## src/ppm_pkg.sv

```systemverilog
package ppm_pkg;

    // ==========================================================
    // Register indices (byte address is four times the index)
    localparam logic [7:0]  CTRL_IDX      = 8'h00;
    localparam logic [7:0]  STAT_IDX      = 8'h01;
    localparam logic [7:0]  MODE_IDX      = 8'h11;
    localparam logic [7:0]  EXT2_IDX      = 8'h13;

    // ==========================================================
    // Field positions
    localparam int          CTRL_SWRST    = 15;
    localparam int          CTRL_SPEED    = 13;
    localparam int          CTRL_AN_EN    = 12;
    localparam int          CTRL_PD       = 11;
    localparam int          CTRL_DUPLEX   = 8;
    localparam int          STAT_LINK_LL  = 2;
    localparam int          STAT_RF_LH    = 4;
    localparam int          STAT_PEAK_LO  = 8;
    localparam int          EXT2_APS100   = 0;
    localparam int          EXT2_APS10    = 1;
    localparam int          EXT2_XO_LO    = 8;

    // ==========================================================
    // Reset values
    localparam logic [15:0] CTRL_RST      = 16'h3000;
    localparam logic [15:0] EXT2_RST      = 16'h0000;
    localparam logic [1:0]  XO_AUTO       = 2'b00;
    localparam logic [1:0]  XO_FORCE_MDIX = 2'b10;

    // ==========================================================
    // Timing
    localparam int          CLK_PERIOD_PS = 4000;
    localparam int          XO_WAIT_NS    = 20000;
    localparam int          XO_WAIT_CYC   = XO_WAIT_NS * 1000 / CLK_PERIOD_PS;

    typedef enum logic [1:0] {
        NEG_IDLE  = 2'b00,
        NEG_XOVER = 2'b01,
        NEG_EXCH  = 2'b10,
        NEG_DONE  = 2'b11
    } ppm_neg_t;

    typedef struct packed {
        logic speed100;
        logic full_duplex;
    } ppm_mode_t;

    typedef struct packed {
        logic [3:0] rxd;
        logic       rx_dv;
        logic       rx_er;
    } ppm_rx_t;

endpackage : ppm_pkg

```

## src/ppm_phy_mode_ctrl.sv

```systemverilog
// The implementer's own choices: the register offsets and the AHB-Lite register port.
`timescale 1ns/1ps
module ppm_phy_mode_ctrl
    import ppm_pkg::*;
#(
    parameter int XO_WAIT_CYCLES = XO_WAIT_CYC
)(
    input  wire logic        hclk,
    input  wire logic        hresetn,
    input  wire logic        hsel,
    input  wire logic [31:0] haddr,
    input  wire logic [1:0]  htrans,
    input  wire logic        hwrite,
    input  wire logic [2:0]  hsize,
    input  wire logic [31:0] hwdata,
    input  wire logic        hready,
    output logic             hreadyout,
    output logic             hresp,
    output logic [31:0]      hrdata,
    input  wire logic        hw_reset_pin_active_low,
    input  wire logic        config_source_select_pin,
    input  wire logic        negotiation_select_pin,
    input  wire logic        speed_select_pin,
    input  wire logic        duplex_select_pin,
    input  wire logic        crossover_enable_pin,
    input  wire logic        link_up,
    input  wire logic        partner_valid,
    input  wire logic [3:0]  partner_ability,
    input  wire logic        remote_fault,
    input  wire logic [3:0]  noise_level,
    input  wire logic        rx_activity,
    input  wire logic        tx_activity,
    input  wire ppm_rx_t     rx_in,
    input  wire logic        tx_pos_data,
    input  wire logic        tx_neg_data,
    output ppm_rx_t          rx_out,
    output logic             crs,
    output logic             col,
    output logic             pair_tx_positive,
    output logic             pair_tx_positive_oe_n,
    output logic             pair_tx_negative,
    output logic             pair_tx_negative_oe_n,
    output logic             pair_swap,
    output logic             pcs100_enable,
    output logic             pcs10_enable,
    output logic             loopback_enable,
    output logic             sqe_test_enable,
    output ppm_mode_t        op_mode
);

    if (XO_WAIT_CYCLES < 2 || XO_WAIT_CYCLES > 65535) begin : g_bad_wait
        $error("XO_WAIT_CYCLES out of range");
    end

    // ==========================================================
    // Bus slave
    logic [15:0] ctrl;
    logic [15:0] ext2;
    logic        link_ll;
    logic        rf_lh;
    logic [3:0]  peak;
    logic        wr_pend;
    logic [7:0]  wr_idx;
    ppm_neg_t    neg;
    logic        mdix;

    wire         acc     = hsel & htrans[1] & hready;
    wire  [7:0]  a_idx   = haddr[9:2];
    wire         rd_acc  = acc & ~hwrite;
    wire         rd_stat = rd_acc & (a_idx == STAT_IDX);
    wire         wr_ctrl = wr_pend & (wr_idx == CTRL_IDX);
    wire         wr_ext2 = wr_pend & (wr_idx == EXT2_IDX);
    wire         hw_rst  = ~hw_reset_pin_active_low;
    wire         sw_rst  = wr_ctrl & hwdata[CTRL_SWRST];
    wire         pd      = hw_rst | ctrl[CTRL_PD];
    wire  [15:0] stat_v  = {4'h0, peak, 3'h0, rf_lh, 1'b0, link_ll, 2'b00};
    wire  [15:0] mode_v  = {9'h000, pd, neg, 1'b0, mdix, op_mode};
    wire  [15:0] rd_v    = (a_idx == CTRL_IDX) ? ctrl :
                           (a_idx == STAT_IDX) ? stat_v :
                           (a_idx == MODE_IDX) ? mode_v :
                           (a_idx == EXT2_IDX) ? ext2 : 16'h0000;

    assign hreadyout = 1'b1;
    assign hresp     = 1'b0;

    always_ff @(posedge hclk or negedge hresetn) begin
        if (!hresetn) begin
            wr_pend <= 1'b0;
            wr_idx  <= 8'h00;
            hrdata  <= 32'h0000_0000;
        end else begin
            wr_pend <= acc & hwrite;
            wr_idx  <= a_idx;
            hrdata  <= rd_acc ? {16'h0000, rd_v} : 32'h0000_0000;
        end
    end

    // Hardware or software reset returns ctrl and ext2 to their defaults
    always_ff @(posedge hclk or negedge hresetn) begin
        if (!hresetn) begin
            ctrl <= CTRL_RST;
            ext2 <= EXT2_RST;
        end else if (hw_rst || sw_rst) begin
            ctrl <= CTRL_RST;
            ext2 <= EXT2_RST;
        end else begin
            if (wr_ctrl)
                ctrl <= hwdata[15:0] & 16'h3900;
            if (wr_ext2)
                ext2 <= hwdata[15:0] & 16'h0303;
        end
    end

    // ==========================================================
    // Latched status; an event in the read cycle wins over the clear
    always_ff @(posedge hclk or negedge hresetn) begin
        if (!hresetn) begin
            link_ll <= 1'b0;
            rf_lh   <= 1'b0;
            peak    <= 4'h0;
        end else if (pd || sw_rst) begin
            link_ll <= 1'b0;
            rf_lh   <= 1'b0;
            peak    <= 4'h0;
        end else begin
            if (!link_up)
                link_ll <= 1'b0;
            else if (rd_stat)
                link_ll <= 1'b1;
            if (remote_fault)
                rf_lh <= 1'b1;
            else if (rd_stat)
                rf_lh <= 1'b0;
            if (rd_stat)
                peak <= noise_level;
            else if (noise_level > peak)
                peak <= noise_level;
        end
    end

    // ==========================================================
    // Configuration source
    wire an_enable = config_source_select_pin ? ctrl[CTRL_AN_EN]
                                              : negotiation_select_pin;
    wire cfg_speed = config_source_select_pin ? ctrl[CTRL_SPEED] : speed_select_pin;
    wire cfg_fd    = config_source_select_pin ? ctrl[CTRL_DUPLEX] : duplex_select_pin;
    wire xo_auto   = crossover_enable_pin &
                     (ext2[EXT2_XO_LO+1:EXT2_XO_LO] == XO_AUTO);

    // Best mode the partner advertises; ability bits are 100FD,100HD,10FD,10HD
    function automatic ppm_mode_t best_mode(input logic [3:0] ab);
        ppm_mode_t m;
        m = '{speed100: 1'b0, full_duplex: 1'b0};
        if (ab[3])
            m = '{speed100: 1'b1, full_duplex: 1'b1};
        else if (ab[2])
            m = '{speed100: 1'b1, full_duplex: 1'b0};
        else if (ab[1])
            m = '{speed100: 1'b0, full_duplex: 1'b1};
        return m;
    endfunction : best_mode

    // ==========================================================
    // Crossover: swaps on a timer while no link, regardless of negotiation
    logic [15:0] xo_cnt;
    wire         xo_hit = (xo_cnt == 16'(XO_WAIT_CYCLES - 1));

    always_ff @(posedge hclk or negedge hresetn) begin
        if (!hresetn) begin
            xo_cnt <= 16'h0000;
            mdix   <= 1'b0;
        end else if (pd) begin
            xo_cnt <= 16'h0000;
            mdix   <= 1'b0;
        end else if (!xo_auto) begin
            xo_cnt <= 16'h0000;
            mdix   <= (ext2[EXT2_XO_LO+1:EXT2_XO_LO] == XO_FORCE_MDIX);
        end else if (link_up) begin
            xo_cnt <= 16'h0000;
        end else begin
            xo_cnt <= xo_hit ? 16'h0000 : xo_cnt + 16'h0001;
            if (xo_hit)
                mdix <= ~mdix;
        end
    end

    // ==========================================================
    // Negotiation waits for a link, so the pair choice is settled first
    ppm_neg_t  next_neg;
    ppm_mode_t neg_mode;

    always_comb begin
        next_neg = neg;
        case (neg)
            NEG_IDLE:  next_neg = an_enable ? NEG_XOVER : NEG_IDLE;
            NEG_XOVER: next_neg = link_up ? NEG_EXCH : NEG_XOVER;
            NEG_EXCH:  next_neg = partner_valid ? NEG_DONE : NEG_EXCH;
            NEG_DONE:  next_neg = (an_enable && !link_up) ? NEG_XOVER : NEG_DONE;
            default:   next_neg = NEG_IDLE;
        endcase
        if (!an_enable)
            next_neg = NEG_IDLE;
    end

    always_ff @(posedge hclk or negedge hresetn) begin
        if (!hresetn) begin
            neg      <= NEG_IDLE;
            neg_mode <= '{speed100: 1'b0, full_duplex: 1'b0};
        end else if (pd) begin
            neg      <= NEG_IDLE;
            neg_mode <= '{speed100: 1'b0, full_duplex: 1'b0};
        end else begin
            neg <= next_neg;
            if (neg == NEG_EXCH && partner_valid)
                neg_mode <= best_mode(partner_ability);
        end
    end

    wire ppm_mode_t mode_v2 = an_enable ? neg_mode : '{speed100: cfg_speed,
                                                       full_duplex: cfg_fd};
    wire fd   = mode_v2.full_duplex;
    wire crs_v = rx_activity | (~fd & tx_activity);
    wire col_v = ~fd & rx_activity & tx_activity;

    // ==========================================================
    // Host and line outputs, all but op_mode quiet while powered down
    always_ff @(posedge hclk or negedge hresetn) begin
        if (!hresetn) begin
            rx_out                <= '0;
            crs                   <= 1'b0;
            col                   <= 1'b0;
            pair_tx_positive      <= 1'b0;
            pair_tx_negative      <= 1'b0;
            pair_tx_positive_oe_n <= 1'b1;
            pair_tx_negative_oe_n <= 1'b1;
            pair_swap             <= 1'b0;
            pcs100_enable         <= 1'b0;
            pcs10_enable          <= 1'b0;
            loopback_enable       <= 1'b0;
            sqe_test_enable       <= 1'b0;
            op_mode               <= '0;
        end else begin
            rx_out                <= pd ? '0 : rx_in;
            crs                   <= ~pd & crs_v;
            col                   <= ~pd & col_v;
            pair_tx_positive      <= ~pd & tx_pos_data;
            pair_tx_negative      <= ~pd & tx_neg_data;
            pair_tx_positive_oe_n <= pd;
            pair_tx_negative_oe_n <= pd;
            pair_swap             <= mdix;
            pcs100_enable         <= ~pd & (mode_v2.speed100 | ~ext2[EXT2_APS100]);
            pcs10_enable          <= ~pd & (~mode_v2.speed100 | ~ext2[EXT2_APS10]);
            loopback_enable       <= ~pd & ~mode_v2.speed100 & ~fd;
            sqe_test_enable       <= ~pd & ~mode_v2.speed100 & ~fd;
            op_mode               <= mode_v2;
        end
    end
endmodule : ppm_phy_mode_ctrl

```

## config.mk

```make
export PLATFORM = sky130hd
export DESIGN_NAME = ppm_phy_mode_ctrl
export DESIGN_NICKNAME = d
export VERILOG_FILES = /design/src/ppm_pkg.sv /design/src/ppm_phy_mode_ctrl.sv
export SDC_FILE = /design/constraint.sdc
export NUM_CORES = 1
export LEC_CHECK = 0
export ABC_AREA = 0
export BUFFER_PORTS_ARGS = -buffer_cell sky130_fd_sc_hd__buf_2
export CELL_PAD_IN_SITES_DETAIL_PLACEMENT = 1
export CELL_PAD_IN_SITES_GLOBAL_PLACEMENT = 1
export CORE_ASPECT_RATIO = 0.9
export CORE_MARGIN = 2
export CORE_UTILIZATION = 38
export CTS_BUF_LIST = sky130_fd_sc_hd__clkbuf_2 sky130_fd_sc_hd__clkbuf_4 sky130_fd_sc_hd__clkbuf_8
export DETAILED_ROUTE_END_ITERATION = 10
export PLACE_DENSITY = 0.84
export SLEW_MARGIN = 20
export SYNTH_ARGS = -nofsm -noshare
export SYNTH_HDL_FRONTEND = slang
export SYNTH_SLANG_ARGS = --single-unit
```

## constraint.sdc

```tcl
create_clock -name hclk -period 5 [get_ports hclk]
set_input_delay 1 -clock hclk [delete_from_list [all_inputs] [get_ports hclk]]
set_output_delay 1 -clock hclk [all_outputs]
set_load 0.01 [all_outputs]
```

; Word level (Yosys, flattened, before mapping)
; Cells that the tools add are included.
[word_totals]
out_inout_bits = 53
word_cells = 130
input_bits = 101
regBits = 101
[classes]
n_reduce_logical = 15
n_mux = 42
addsub = 1
n_eq_ne = 12
order_cmp = 1
n_bitwise = 32
[ops]
columns = operator, n
row1 = 2-to-1 mux 16 bit, 13
row2 = "equality test 8 x 5 -> 1 bit, second input constant", 3
row3 = AND 1 bit, 20
row4 = 2-to-1 mux 2 bit, 9
row5 = "adder 16 x 1 -> 16 bit, second input constant", 1
row6 = "equality test 16 x 13 -> 1 bit, second input constant", 1
row7 = logical NOT 8 bit, 2
row8 = 2-to-1 mux 1 bit, 15
row9 = 2-to-1 mux 4 bit, 3
row10 = "equality test 8 x 1 -> 1 bit, second input constant", 1
row11 = NOT 1 bit, 8
row12 = case mux 2 bit (4 select lines), 1
row13 = "equality test 2 bit, second input constant", 3
row14 = 2-to-1 mux 6 bit, 1
row15 = nonzero test 2 bit, 3
row16 = nonzero test 3 bit, 2
row17 = > comparator 4 bit, 1
row18 = logical NOT 2 bit, 2
row19 = OR 1 bit, 4
row20 = "!= test 3 x 1 -> 1 bit, second input constant", 1
row21 = "!= test 3 x 2 -> 1 bit, second input constant", 1
row22 = "!= test 3 bit, second input constant", 1
row23 = "equality test 2 x 1 -> 1 bit, second input constant", 1
row24 = logical AND 1 bit, 2
row25 = other kinds (3), 4

; Depth between registers and ports, before layout
; Gate-level depths: netlist of the first run.
[logic_depth]
ltp_word = 7
depth_mapped = 7
mapped_depth_nobuf = 7

; Least setup slack after synthesis of the first run
; No wires, ideal clock.
[synth_path]
path_type = in2reg
from = in haddr[5]
to = reg rf_lh
path_buffers = 0
setup_ns = 0.119
t_required_ns = 4.881
cell_stages = 5
path_slack_ns = 2.611
arrival_ns = 2.269
cell_sequence = or4_4 -> nor4b_4 -> nand2_1 -> a21oi_1 -> nor2b_1
[synth_between]
elab_chain_len = 3
[synth_lines]
columns = item, line
row1 = "start, declared", ppm_phy_mode_ctrl.sv:11  ; input wire logic [31:0] haddr,
row2 = equality test 8 x 1 -> 1 bit, ppm_phy_mode_ctrl.sv:70  ; wire rd_stat = rd_acc & (a_idx == STAT_IDX);
row3 = AND 1 bit, ppm_phy_mode_ctrl.sv:70
row4 = nonzero test 3 bit (no line), n/a
row5 = "end signal, assigned", ppm_phy_mode_ctrl.sv:119  ; rf_lh <= 1'b0;
row6 = "end signal, assigned", ppm_phy_mode_ctrl.sv:123  ; rf_lh <= 1'b0;
row7 = "end signal, assigned", ppm_phy_mode_ctrl.sv:131  ; rf_lh <= 1'b1;
row8 = "end, declared", ppm_phy_mode_ctrl.sv:60  ; logic rf_lh;
; No other way between the ends.
; A chain may end at the register's enable or synchronous reset.

; Worst setup path after layout of the first run
[layout_path]
from = in hw_reset_pin_active_low
to = reg xo_cnt[8]
[layout_between]
elab_chain_len = 3
[layout_lines]
columns = item, line
row1 = "start, declared", ppm_phy_mode_ctrl.sv:20  ; input wire logic hw_reset_pin_active_low,
row2 = NOT 1 bit, ppm_phy_mode_ctrl.sv:73  ; wire hw_rst = ~hw_reset_pin_active_low;
row3 = OR 1 bit, ppm_phy_mode_ctrl.sv:75  ; wire pd = hw_rst | ctrl[CTRL_PD];
row4 = via pd, ppm_phy_mode_ctrl.sv:75
row5 = 2-to-1 mux 16 bit, ppm_phy_mode_ctrl.sv:172  ; end else if (pd) begin
row6 = "end signal, assigned", ppm_phy_mode_ctrl.sv:181  ; xo_cnt <= xo_hit ? 16'h0000 : xo_cnt + 16'h0001;
row7 = "end, declared", ppm_phy_mode_ctrl.sv:165  ; logic [15:0] xo_cnt;
; The timed path passes the listed nets, and every way through them passes these cells.

==> results of run 1 <==
## through the flow
stage                     hold WS, ps  utilization
final                             483        0.463
after global routing              509        0.463
after CTS                         485        0.463
after detailed placement          476        0.439
after global placement            447        0.439
after floorplan                   386            -
## critical path: stages
cell,delay (ps)
buf_2,130
and2b_1,390
clkinv_1,390
nor2_1,360
nand3_1,140
nand2b_1,430
nor2_1,220
## layer usage
layer	GRT usage	up-vias
met5	0	-
met1	0.203	1246
met3	0.0581	11
met4	0.0567	0
li1	-	1186
met2	0.318	80
## power groups by stage
stage	Clock [mW]	Combinational, mW	Sequential (mW)
6_report	0.446	0.118	0.616
5_1_grt	0.490	0.132	0.618
4_1_cts	0.465	0.120	0.616
3_5_place_dp	0	0.119	0.628
3_3_place_gp	0	0.111	0.627
2_1_floorplan	0	0.0703	0.629
## synthesized netlist by cell type, types with 2 or more instances
master | instances | area share
inv_1 | 9 | 0.010
a211oi_1 | 5 | 0.011
nor4_1 | 2 | 0.0038
o21ai_0 | 7 | 0.011
nor3_1 | 8 | 0.012
nand2_1 | 20 | 0.023
xnor2_1 | 6 | 0.016
and4_1 | 2 | 0.0053
buf_4 | 24 | 0.054
clkbuf_1 | 3 | 0.0034
and3_1 | 5 | 0.0094
nand3b_1 | 3 | 0.0068
conb_1 | 2 | 0.0023
nand2b_1 | 4 | 0.0075
nor2b_1 | 7 | 0.013
and2_1 | 9 | 0.017
dfrtp_1 | 70 | 0.53
nor3b_1 | 3 | 0.0068
dfstp_2 | 3 | 0.024
a21boi_0 | 2 | 0.0045
a21boi_1 | 4 | 0.0090
and3_2 | 2 | 0.0045
a21oi_1 | 9 | 0.014
nor2_1 | 41 | 0.046
ha_1 | 5 | 0.019
buf_2 | 2 | 0.0030
nand4_1 | 4 | 0.0075
nand3_1 | 15 | 0.023
xor2_1 | 8 | 0.021
mux2i_1 | 11 | 0.033
## layout by cell type, fill, tap and decap left out, types with 6 or more instances in the layout
cell type,synthesis,routed
a21oi_1,9,9
and2_1,9,9
buf_2,2,78
clkbuf_8,0,13
conb_1,2,22
dfrtp_1,70,70
inv_1,9,9
mux2i_1,11,11
nand2_1,20,20
nand3_1,15,15
nor2_1,41,41
nor2b_1,7,7
nor3_1,8,8
o21ai_0,7,7
xnor2_1,6,6
xor2_1,8,8
## registers in the layout, indices dropped and copies added, names as in the netlist
signal / cells
link_ll: 1
peak: 4
hrdata: 12
pair_tx_negative: 1
pcs10_enable: 1
sqe_test_enable: 1
neg_mode: 2
ext2: 4
pair_tx_positive: 1
op_mode: 2
mdix: 1
pair_swap: 1
crs: 1
ctrl: 4
wr_pend: 1
neg: 2
pair_tx_negative_oe_n: 1
pcs100_enable: 1
col: 1
wr_idx: 8
rx_out: 6
xo_cnt: 16
rf_lh: 1
## final cells by class
type	instances	area, µm²
fill	971	4580
sequential	73	1830
multi-input combinational	221	1330
timing repair buffer	80	405
clock buffer	13	179
tap	119	149
inverter	10	37.5
clock inverter	3	21.3
## worst min path at each step
stage,depth (start not counted),endpoint,start,slack [ps]
after global placement,0,pair_swap,mdix,450
after global routing,1,pcs100_enable,ext2[0],510
after CTS,1,xo_cnt[0],xo_cnt[0],490
after floorplan,0,pair_swap,mdix,390
after detailed placement,0,pair_swap,mdix,480
final,1,xo_cnt[0],xo_cnt[0],480
## logic make-up after synthesis
family                     Yosys count  synth area share
DFF                                 73             0.550
buffers and inverters               40            0.0751
other                                2           0.00225
xor gates and xnor gates            14            0.0368
AOI/OAI and AO/OA                   35            0.0699
adders and majority gates            5            0.0188
muxes                               12            0.0364
and+or+nand+nor                    133             0.211
==> flow_metrics.py, run 1 <==
metrics = {
    "final_layout": {
        "stdcell_area_um2": 3950,
        "final_layout_size_suffix_gt1_frac": 0.263,
        "final_nets": 501,
        "syn_to_final_growth_pct": 18.5,
        "instances_no_fill": 519,
        "antenna_cells": 0,
    },
    "cts": {
        "cts_max_path_buffers": 2,
        "cts_buffers": 9,
        "clock-sinks": 73,
        "cts_resized": 0,
        "post-cts-setup-buffer-count": 0,
        "h-tree-depth": 3,
        "cts-root-buf": "clkbuf_8",
        "clk_pin_slew_ps": 70,
        "clk_latency_ps": 330,
        "cts_tree": "done",
        "hold_buffers": 0,
    },
    "floorplan": {
        "initial_utilization": 0.391,
        "die_w_um": 103,
        "core-area_um2": 8530,
        "ios": 154,
        "die_h_um": 92.8,
        "die_area_um2": 9530,
        "rows": 32,
    },
    "flow_run": {
        "max_cap_viol_count": 0,
    },
    "power": {
        "seqPwrFrac": 0.522,
        "power_density_nw_per_um2": 299,
        "power_mw": 1.18,
        "combPwrFrac": 0.100,
        "p_int_uw": 887,
        "peakVddDrop_uv": 172,
        "p_sw_frac": 0.249,
        "power_switching_uw": 294,
        "pwr-share-clk": 0.378,
        "p_leak_nw": 1.96,
    },
    "placement": {
        "placedCellCount": 503,
        "dp_hpwl_mm": 6.00,
        "place_congestion": 0.840,
        "numPortBuffers": 78,
        "dp_slack_ps": 1820,
        "placed_area_um2": 3750,
    },
    "setup_path": {
        "required_ps": 5250,
        "endpoint_kind": "register",
        "cp-endpoint": "xo_cnt[8]",
        "critPathLaunch": "hw_reset_pin_active_low",
        "cp.arrival_ps": 3060,
        "r2r_start": "ctrl[11]",
        "critPathKind": "in -> reg",
        "r2r_setup_slack_ps": 2530,
        "reg2reg_depth": 6,
        "reg2reg_to": "xo_cnt[8]",
        "start_kind": "input pin",
        "critPathMaxFanout": 15,
    },
    "grt": {
        "grt_max_degree": 74,
        "grt_overflow": 0,
        "grt_pass1_wl_mm": 13.0,
        "antenna_found_initial": 0,
        "grt_pass1_vias": 2733,
        "grtUsageTotal": 0.179,
    },
    "sta": {
        "setup_viol": 0,
        "hold_violations": 0,
        "finalClockSkew_ps": 10.6,
        "worst_slack_ps": 2190,
        "slew_viol_final": 0,
        "worstMarginPinSlew_ps": 899,
        "setup_tns_ps": 0,
        "fmax_mhz": 355,
        "period_share": 0.563,
        "slew_headroom": 0.401,
        "rsz0062_at_grt": "no",
        "min_period_ps": 2810,
    },
    "synthesis": {
        "synth_edf_count": 0,
        "synth_area_per_cell_um2": 10.6,
        "synth_async_sr_flop_share": 1.00,
        "synthCells": 314,
        "yosys_warnings": 0,
        "syn_area_um2": 3330,
        "yosys.cell_types.count": 49,
        "ys_ff_latch": 73,
        "synth.yosys.seq_area_share": 0.550,
        "synth_ff_type": "dfrtp_1",
    },
    "run_status": {
        "status": "finished clean",
    },
    "detailed_routing": {
        "dr_wl_met3_um": 380,
        "highest_layer": "met4",
        "wl_met1_mm": 3.22,
        "route.detailed.drc": 0,
        "finalWirelength_mm": 8.01,
        "ant_nets": 0,
        "via_per_inst": 4.86,
        "wire_per_inst_um": 15.4,
        "drtIter0Drc": 111,
        "wl_met2_mm": 4.30,
        "vias": 2523,
        "dr.pass1.iters": 4,
    },
    "min_path": {
        "hold_path.class": "reg -> reg",
    },
}
(Power assumes the default switching activity.)
==> run 2: changes to the inputs <==
- CORE_UTILIZATION: 38 -> 32
- PLACE_DENSITY: 0.84 -> 0.75
- clock period: 5 -> 2.5 ns (I/O delays scaled with it)
==> run 2 against run 1 <==
Net effect: clock-buffer cell count is 1 higher; largest power group unchanged; largest cell class unchanged; via count decreased by 1.2%; flip-flop and latch count did not move; combinational power up 100%; critical endpoint is now peak[2].
==> flow_metrics.py, run 2 (synthesized netlist as in run 1, its figures left out) <==
metrics = {
    "run_status": {
        "status": "finished clean",
    },
    "setup_path": {
        "crit_chain": "or4b_1 -> nor4bb_1 -> buf_4 -> a21oi_1 -> a21boi_1",
        "endpoint_kind": "register",
        "reg2reg_depth": 5,
        "reg2reg_to": "peak[2]",
        "cpLargestDelayFamily": "simple AND/OR/NAND/NOR gates",
        "critPathMaxFanout": 10,
        "r2r_start": "wr_idx[6]",
        "max_stage_delay_ps": 560,
        "start_kind": "register",
        "critPathSlowestCell": "or4b_1",
        "r2r_setup_slack_ps": 600,
        "critPathKind": "reg -> reg",
        "cp.arrival_ps": 2130,
        "required_ps": 2730,
        "path_buf_inv": 1,
    },
    "cts": {
        "cts-root-buf": "clkbuf_8",
        "post-cts-setup-buffer-count": 0,
        "cts_max_path_buffers": 2,
        "cts_resized": 0,
        "hold_buffers": 0,
        "clk_pin_slew_ps": 80,
        "cts_tree": "done",
        "cts_buffers": 9,
        "clock-sinks": 73,
        "clk_latency_ps": 340,
        "h-tree-depth": 3,
    },
    "sta": {
        "worst_slack_ps": 595,
        "rsz0062_at_grt": "no",
        "fmax_mhz": 525,
        "hold_violations": 0,
        "slew_viol_final": 0,
        "worstMarginPinSlew_ps": 552,
        "whs_ps": 152,
        "min_period_ps": 1900,
        "period_share": 0.762,
        "finalClockSkew_ps": 8.15,
        "setup_viol": 0,
        "setup_tns_ps": 0,
        "slew_headroom": 0.632,
    },
    "final_layout": {
        "antenna_cells": 0,
        "final_layout_size_suffix_gt1_frac": 0.268,
        "postLayoutCoreUtil": 0.393,
        "layout_commonest_cell": "buf_2",
        "final_cell_mix": "buf_2, dfrtp_1, nor2_1",
        "final_nets": 504,
        "instances_no_fill": 532,
        "largest_reg_flops": 16,
        "largest_register": "xo_cnt",
        "largest_registers": "xo_cnt: 16 flops, hrdata: 12 flops, wr_idx: 8 flops",
        "syn_to_final_growth_pct": 20.5,
    },
    "power": {
        "power_density_nw_per_um2": 614,
        "peakVddDrop_uv": 235,
        "p_leak_nw": 1.99,
    },
    "placement": {
        "dp_slack_ps": 391,
        "place_congestion": 0.849,
        "dp_hpwl_mm": 6.10,
        "placedCellCount": 516,
        "numPortBuffers": 78,
    },
    "floorplan": {
        "ios": 154,
        "die_h_um": 101,
        "die_area_um2": 11200,
        "initial_utilization": 0.326,
        "die_w_um": 112,
        "rows": 35,
        "core-area_um2": 10200,
    },
    "detailed_routing": {
        "via_per_inst": 4.69,
        "wire_per_inst_um": 14.9,
        "vias": 2493,
        "finalWirelength_mm": 7.92,
        "drtIter0Drc": 65,
        "dr.pass1.iters": 4,
        "route.detailed.drc": 0,
        "ant_nets": 0,
    },
    "grt": {
        "antenna_found_initial": 0,
        "grt_pass1_wl_mm": 13.2,
        "grt_overflow": 0,
        "grtUsageTotal": 0.149,
        "grt_max_degree": 74,
        "grt_pass1_vias": 2669,
    },
    "min_path": {
        "hold_path.class": "in -> async",
    },
    "flow_run": {
        "max_cap_viol_count": 0,
    },
}
run 2: changes by cell type in the layout (fill, tap and decap cells not counted):
cell	previous run	this run
clkbuf_8	13	12
inv_6	1	0
bufinv_16	0	1
buf_4	2	5
clkinvlp_4	1	0
buf_12	0	1
clkbuf_4	0	2
buf_2	78	77
run 2: report_power, final:
| part | total (mW) | switching, mW | internal (mW) |
|---|---|---|---|
| Clock | 0.994 | 0.429 | 0.565 |
| Sequential | 1.23 | 0.0181 | 1.21 |
| Combinational | 0.239 | 0.147 | 0.0915 |
| Total | 2.46 | 0.594 | 1.87 |
run 2: worst register-to-register path, delay by kind of cell, from the launching register on:
| family | cells | cell delay (ps) |
|---|---|---|
| AO/OA/AOI/OAI | 2 | 320 |
| buffers and inverters | 1 | 230 |
| AND/OR/NAND/NOR | 2 | 880 |
| flip-flops | 1 | 370 |
run 2: metrics by stage:
stage / area [µm²] / power [mW]
floorplan: 3410 / 1.40
global placement: 3800 / 1.49
detailed placement: 3800 / 1.50
CTS: 4010 / 2.50
global route: 4010 / 2.58
finish: 4010 / 2.46
run 2: worst max-delay path by stage:
stage / to / cells after the start / start
floorplan: rf_lh / 5 / haddr[5]
global placement: peak[3] / 6 / haddr[5]
detailed placement: rf_lh / 6 / haddr[5]
CTS: link_ll / 5 / wr_idx[6]
global route: link_ll / 5 / wr_idx[6]
finish: peak[2] / 5 / wr_idx[6]
run 2: routing by layer:
layer | global-route usage | up-vias | wire length [µm]
met3 | 0.0198 | 9 | 275
met5 | 0 | - | 0
met4 | 0.0655 | 0 | 109
met2 | 0.259 | 56 | 4060
li1 | - | 1186 | -
met1 | 0.187 | 1242 | 3470
run 2: cell type report:
cell class / count / area [µm²]
sequential: 73 / 1830
fill: 1183 / 6190
inverter: 10 / 37.5
multi-input combinational: 221 / 1330
clock inverter: 2 / 35.0
clock buffer: 14 / 180
timing repair buffer: 83 / 443
tap: 129 / 161
==> run 3: changes to the inputs <==
- clock period: 2.5 -> 1.6 ns (I/O delays scaled with it)
==> run 3 against run 2 <==
Net effect: the flow now finishes with violations (negative setup slack); flip-flop and latch count unchanged; clock skew decreased by 0.64 ps; global-route usage increased by 1.1 points; total power increased by 51%; critical path type unchanged; highest routed layer unchanged.
==> flow_metrics.py, run 3 (synthesized netlist as in run 1, its figures left out) <==
metrics = {
    "setup_path": {
        "critPathLaunch": "wr_idx[6]",
        "critPathMaxFanout": 6,
        "reg2reg_to": "peak[1]",
        "r2r_start": "wr_idx[6]",
        "required_ps": 1840,
        "reg2reg_depth": 5,
        "cp-endpoint": "peak[1]",
        "cp.arrival_ps": 2020,
        "endpoint_kind": "register",
        "critPathKind": "reg -> reg",
        "start_kind": "register",
        "r2r_setup_slack_ps": -180,
    },
    "sta": {
        "setup_tns_ps": -2060,
        "slew_viol_final": 0,
        "period_share": 1.12,
        "hold_violations": 0,
        "fmax_mhz": 561,
        "worst_slack_ps": -184,
        "min_period_ps": 1780,
        "setup_viol": 14,
        "whs_ps": 95.0,
        "finalClockSkew_ps": 7.50,
        "rsz0062_at_grt": "yes",
    },
    "cts": {
        "cts_tree": "done",
        "h-tree-depth": 3,
        "cts-root-buf": "clkbuf_8",
        "cts_buffers": 9,
        "clk_pin_slew_ps": 80,
        "clk_latency_ps": 350,
        "cts_max_path_buffers": 2,
        "clock-sinks": 73,
    },
    "final_layout": {
        "fillerInstances": 1170,
        "final_layout_size_suffix_gt1_frac": 0.354,
        "antenna_cells": 0,
        "largest_reg_flops": 16,
        "final_cell_mix": "buf_2, dfrtp_1, nor2_1",
        "largest_registers": "xo_cnt: 16 flops, hrdata: 12 flops, wr_idx: 8 flops",
        "largest_register": "xo_cnt",
        "syn_to_final_growth_pct": 29.2,
        "layout_commonest_cell": "buf_2",
        "final_nets": 525,
    },
    "power": {
        "combPwrFrac": 0.119,
        "power_density_nw_per_um2": 865,
        "peakVddDrop_uv": 326,
        "pwr-share-clk": 0.363,
        "p_int_mw": 2.76,
        "p_sw_frac": 0.259,
        "p_leak_nw": 2.14,
        "seqPwrFrac": 0.518,
        "power_switching_uw": 965,
        "power_mw": 3.72,
    },
    "grt": {
        "grt_max_degree": 74,
        "grt_pass1_vias": 2768,
        "grt_pass1_wl_mm": 13.8,
        "grtUsageTotal": 0.159,
        "antenna_found_initial": 0,
        "grt_overflow": 0,
    },
    "floorplan": {
        "die_area_um2": 11200,
        "initial_utilization": 0.326,
        "core-area_um2": 10200,
        "die_w_um": 112,
        "rows": 35,
        "ios": 154,
        "die_h_um": 101,
    },
    "detailed_routing": {
        "via_per_inst": 4.76,
        "drtIter0Drc": 73,
        "dr.pass1.iters": 4,
        "vias": 2635,
        "wire_per_inst_um": 15.7,
        "ant_nets": 0,
        "route.detailed.drc": 0,
        "finalWirelength_mm": 8.69,
    },
    "placement": {
        "numPortBuffers": 78,
        "dp_hpwl_mm": 6.38,
        "place_congestion": 0.824,
        "dp_slack_ps": -289,
    },
    "run_status": {
        "failed_checks": "negative setup slack",
        "status": "finished, violations left",
    },
    "min_path": {
        "hold_path.class": "in -> reg",
    },
    "flow_run": {
        "max_cap_viol_count": 0,
    },
}
==> run 3: critical path, stage by stage, from the launching register on <==
cell	delay (ps)
dfrtp_1	370
or4b_4	560
nor4bb_4	320
buf_6	180
a21oi_4	80
a21boi_2	160
==> run 3: per-stage QoR <==
| stage | util | area (µm²) | std cells |
|---|---|---|---|
| finish | 0.422 | 4300 | 553 |
| CTS | 0.411 | 4190 | 552 |
| floorplan | - | 3410 | 334 |
| global placement | 0.386 | 3930 | 533 |
| detailed placement | 0.386 | 3930 | 533 |
| global route | 0.422 | 4300 | 553 |
==> run 3: layer usage <==
| layer | track usage | vias to the layer above | part of all wire |
|---|---|---|---|
| met1 | 0.206 | 1329 | 0.45 |
| met5 | 0 | - | 0 |
| met2 | 0.265 | 57 | 0.50 |
| li1 | - | 1234 | - |
| met3 | 0.0210 | 15 | 0.027 |
| met4 | 0.0798 | 0 | 0.023 |
==> run 3: worst min-delay path by stage <==
stage                      end  slack, ps  startpoint  depth (start not counted)
floorplan                  col         20     hresetn                          0
global placement    hrdata[12]        360     hresetn                          2
detailed placement  hrdata[13]        370     hresetn                          2
CTS                  wr_idx[5]         80    haddr[7]                          1
global route         wr_idx[5]         80    haddr[7]                          1
finish               wr_idx[5]        100    haddr[7]                          1
==> run 3: final cells by class <==
class,count,area [µm²],share of cell area
Multi-Input combinational cell,221,1460,0.340
Inverter,10,37.5,0.00873
Sequential cell,73,1830,0.426
Timing Repair Buffer,104,627,0.146
Clock buffer,13,166,0.0387
Tap cell,129,161,0.0375
Clock inverter,3,15.0,0.00349
==> run 3: power groups by stage <==
stage / clock network, mW / logic (mW) / registers (mW)
3_3_place_gp: 0 / 0.388 / 1.96
6_report: 1.35 / 0.444 / 1.93
3_5_place_dp: 0 / 0.409 / 1.96
2_1_floorplan: 0 / 0.223 / 1.97
5_1_grt: 1.48 / 0.496 / 1.93
4_1_cts: 1.40 / 0.419 / 1.93
==> run 3: timing repair <==
item                       CTS  global route
setup buffers                1             1
pin swaps                   11            14
hold endpoints to repair    50             0
setup endpoints to repair   26            30
hold buffers                 1             0
resized for setup           11            29
cloned                       1             1
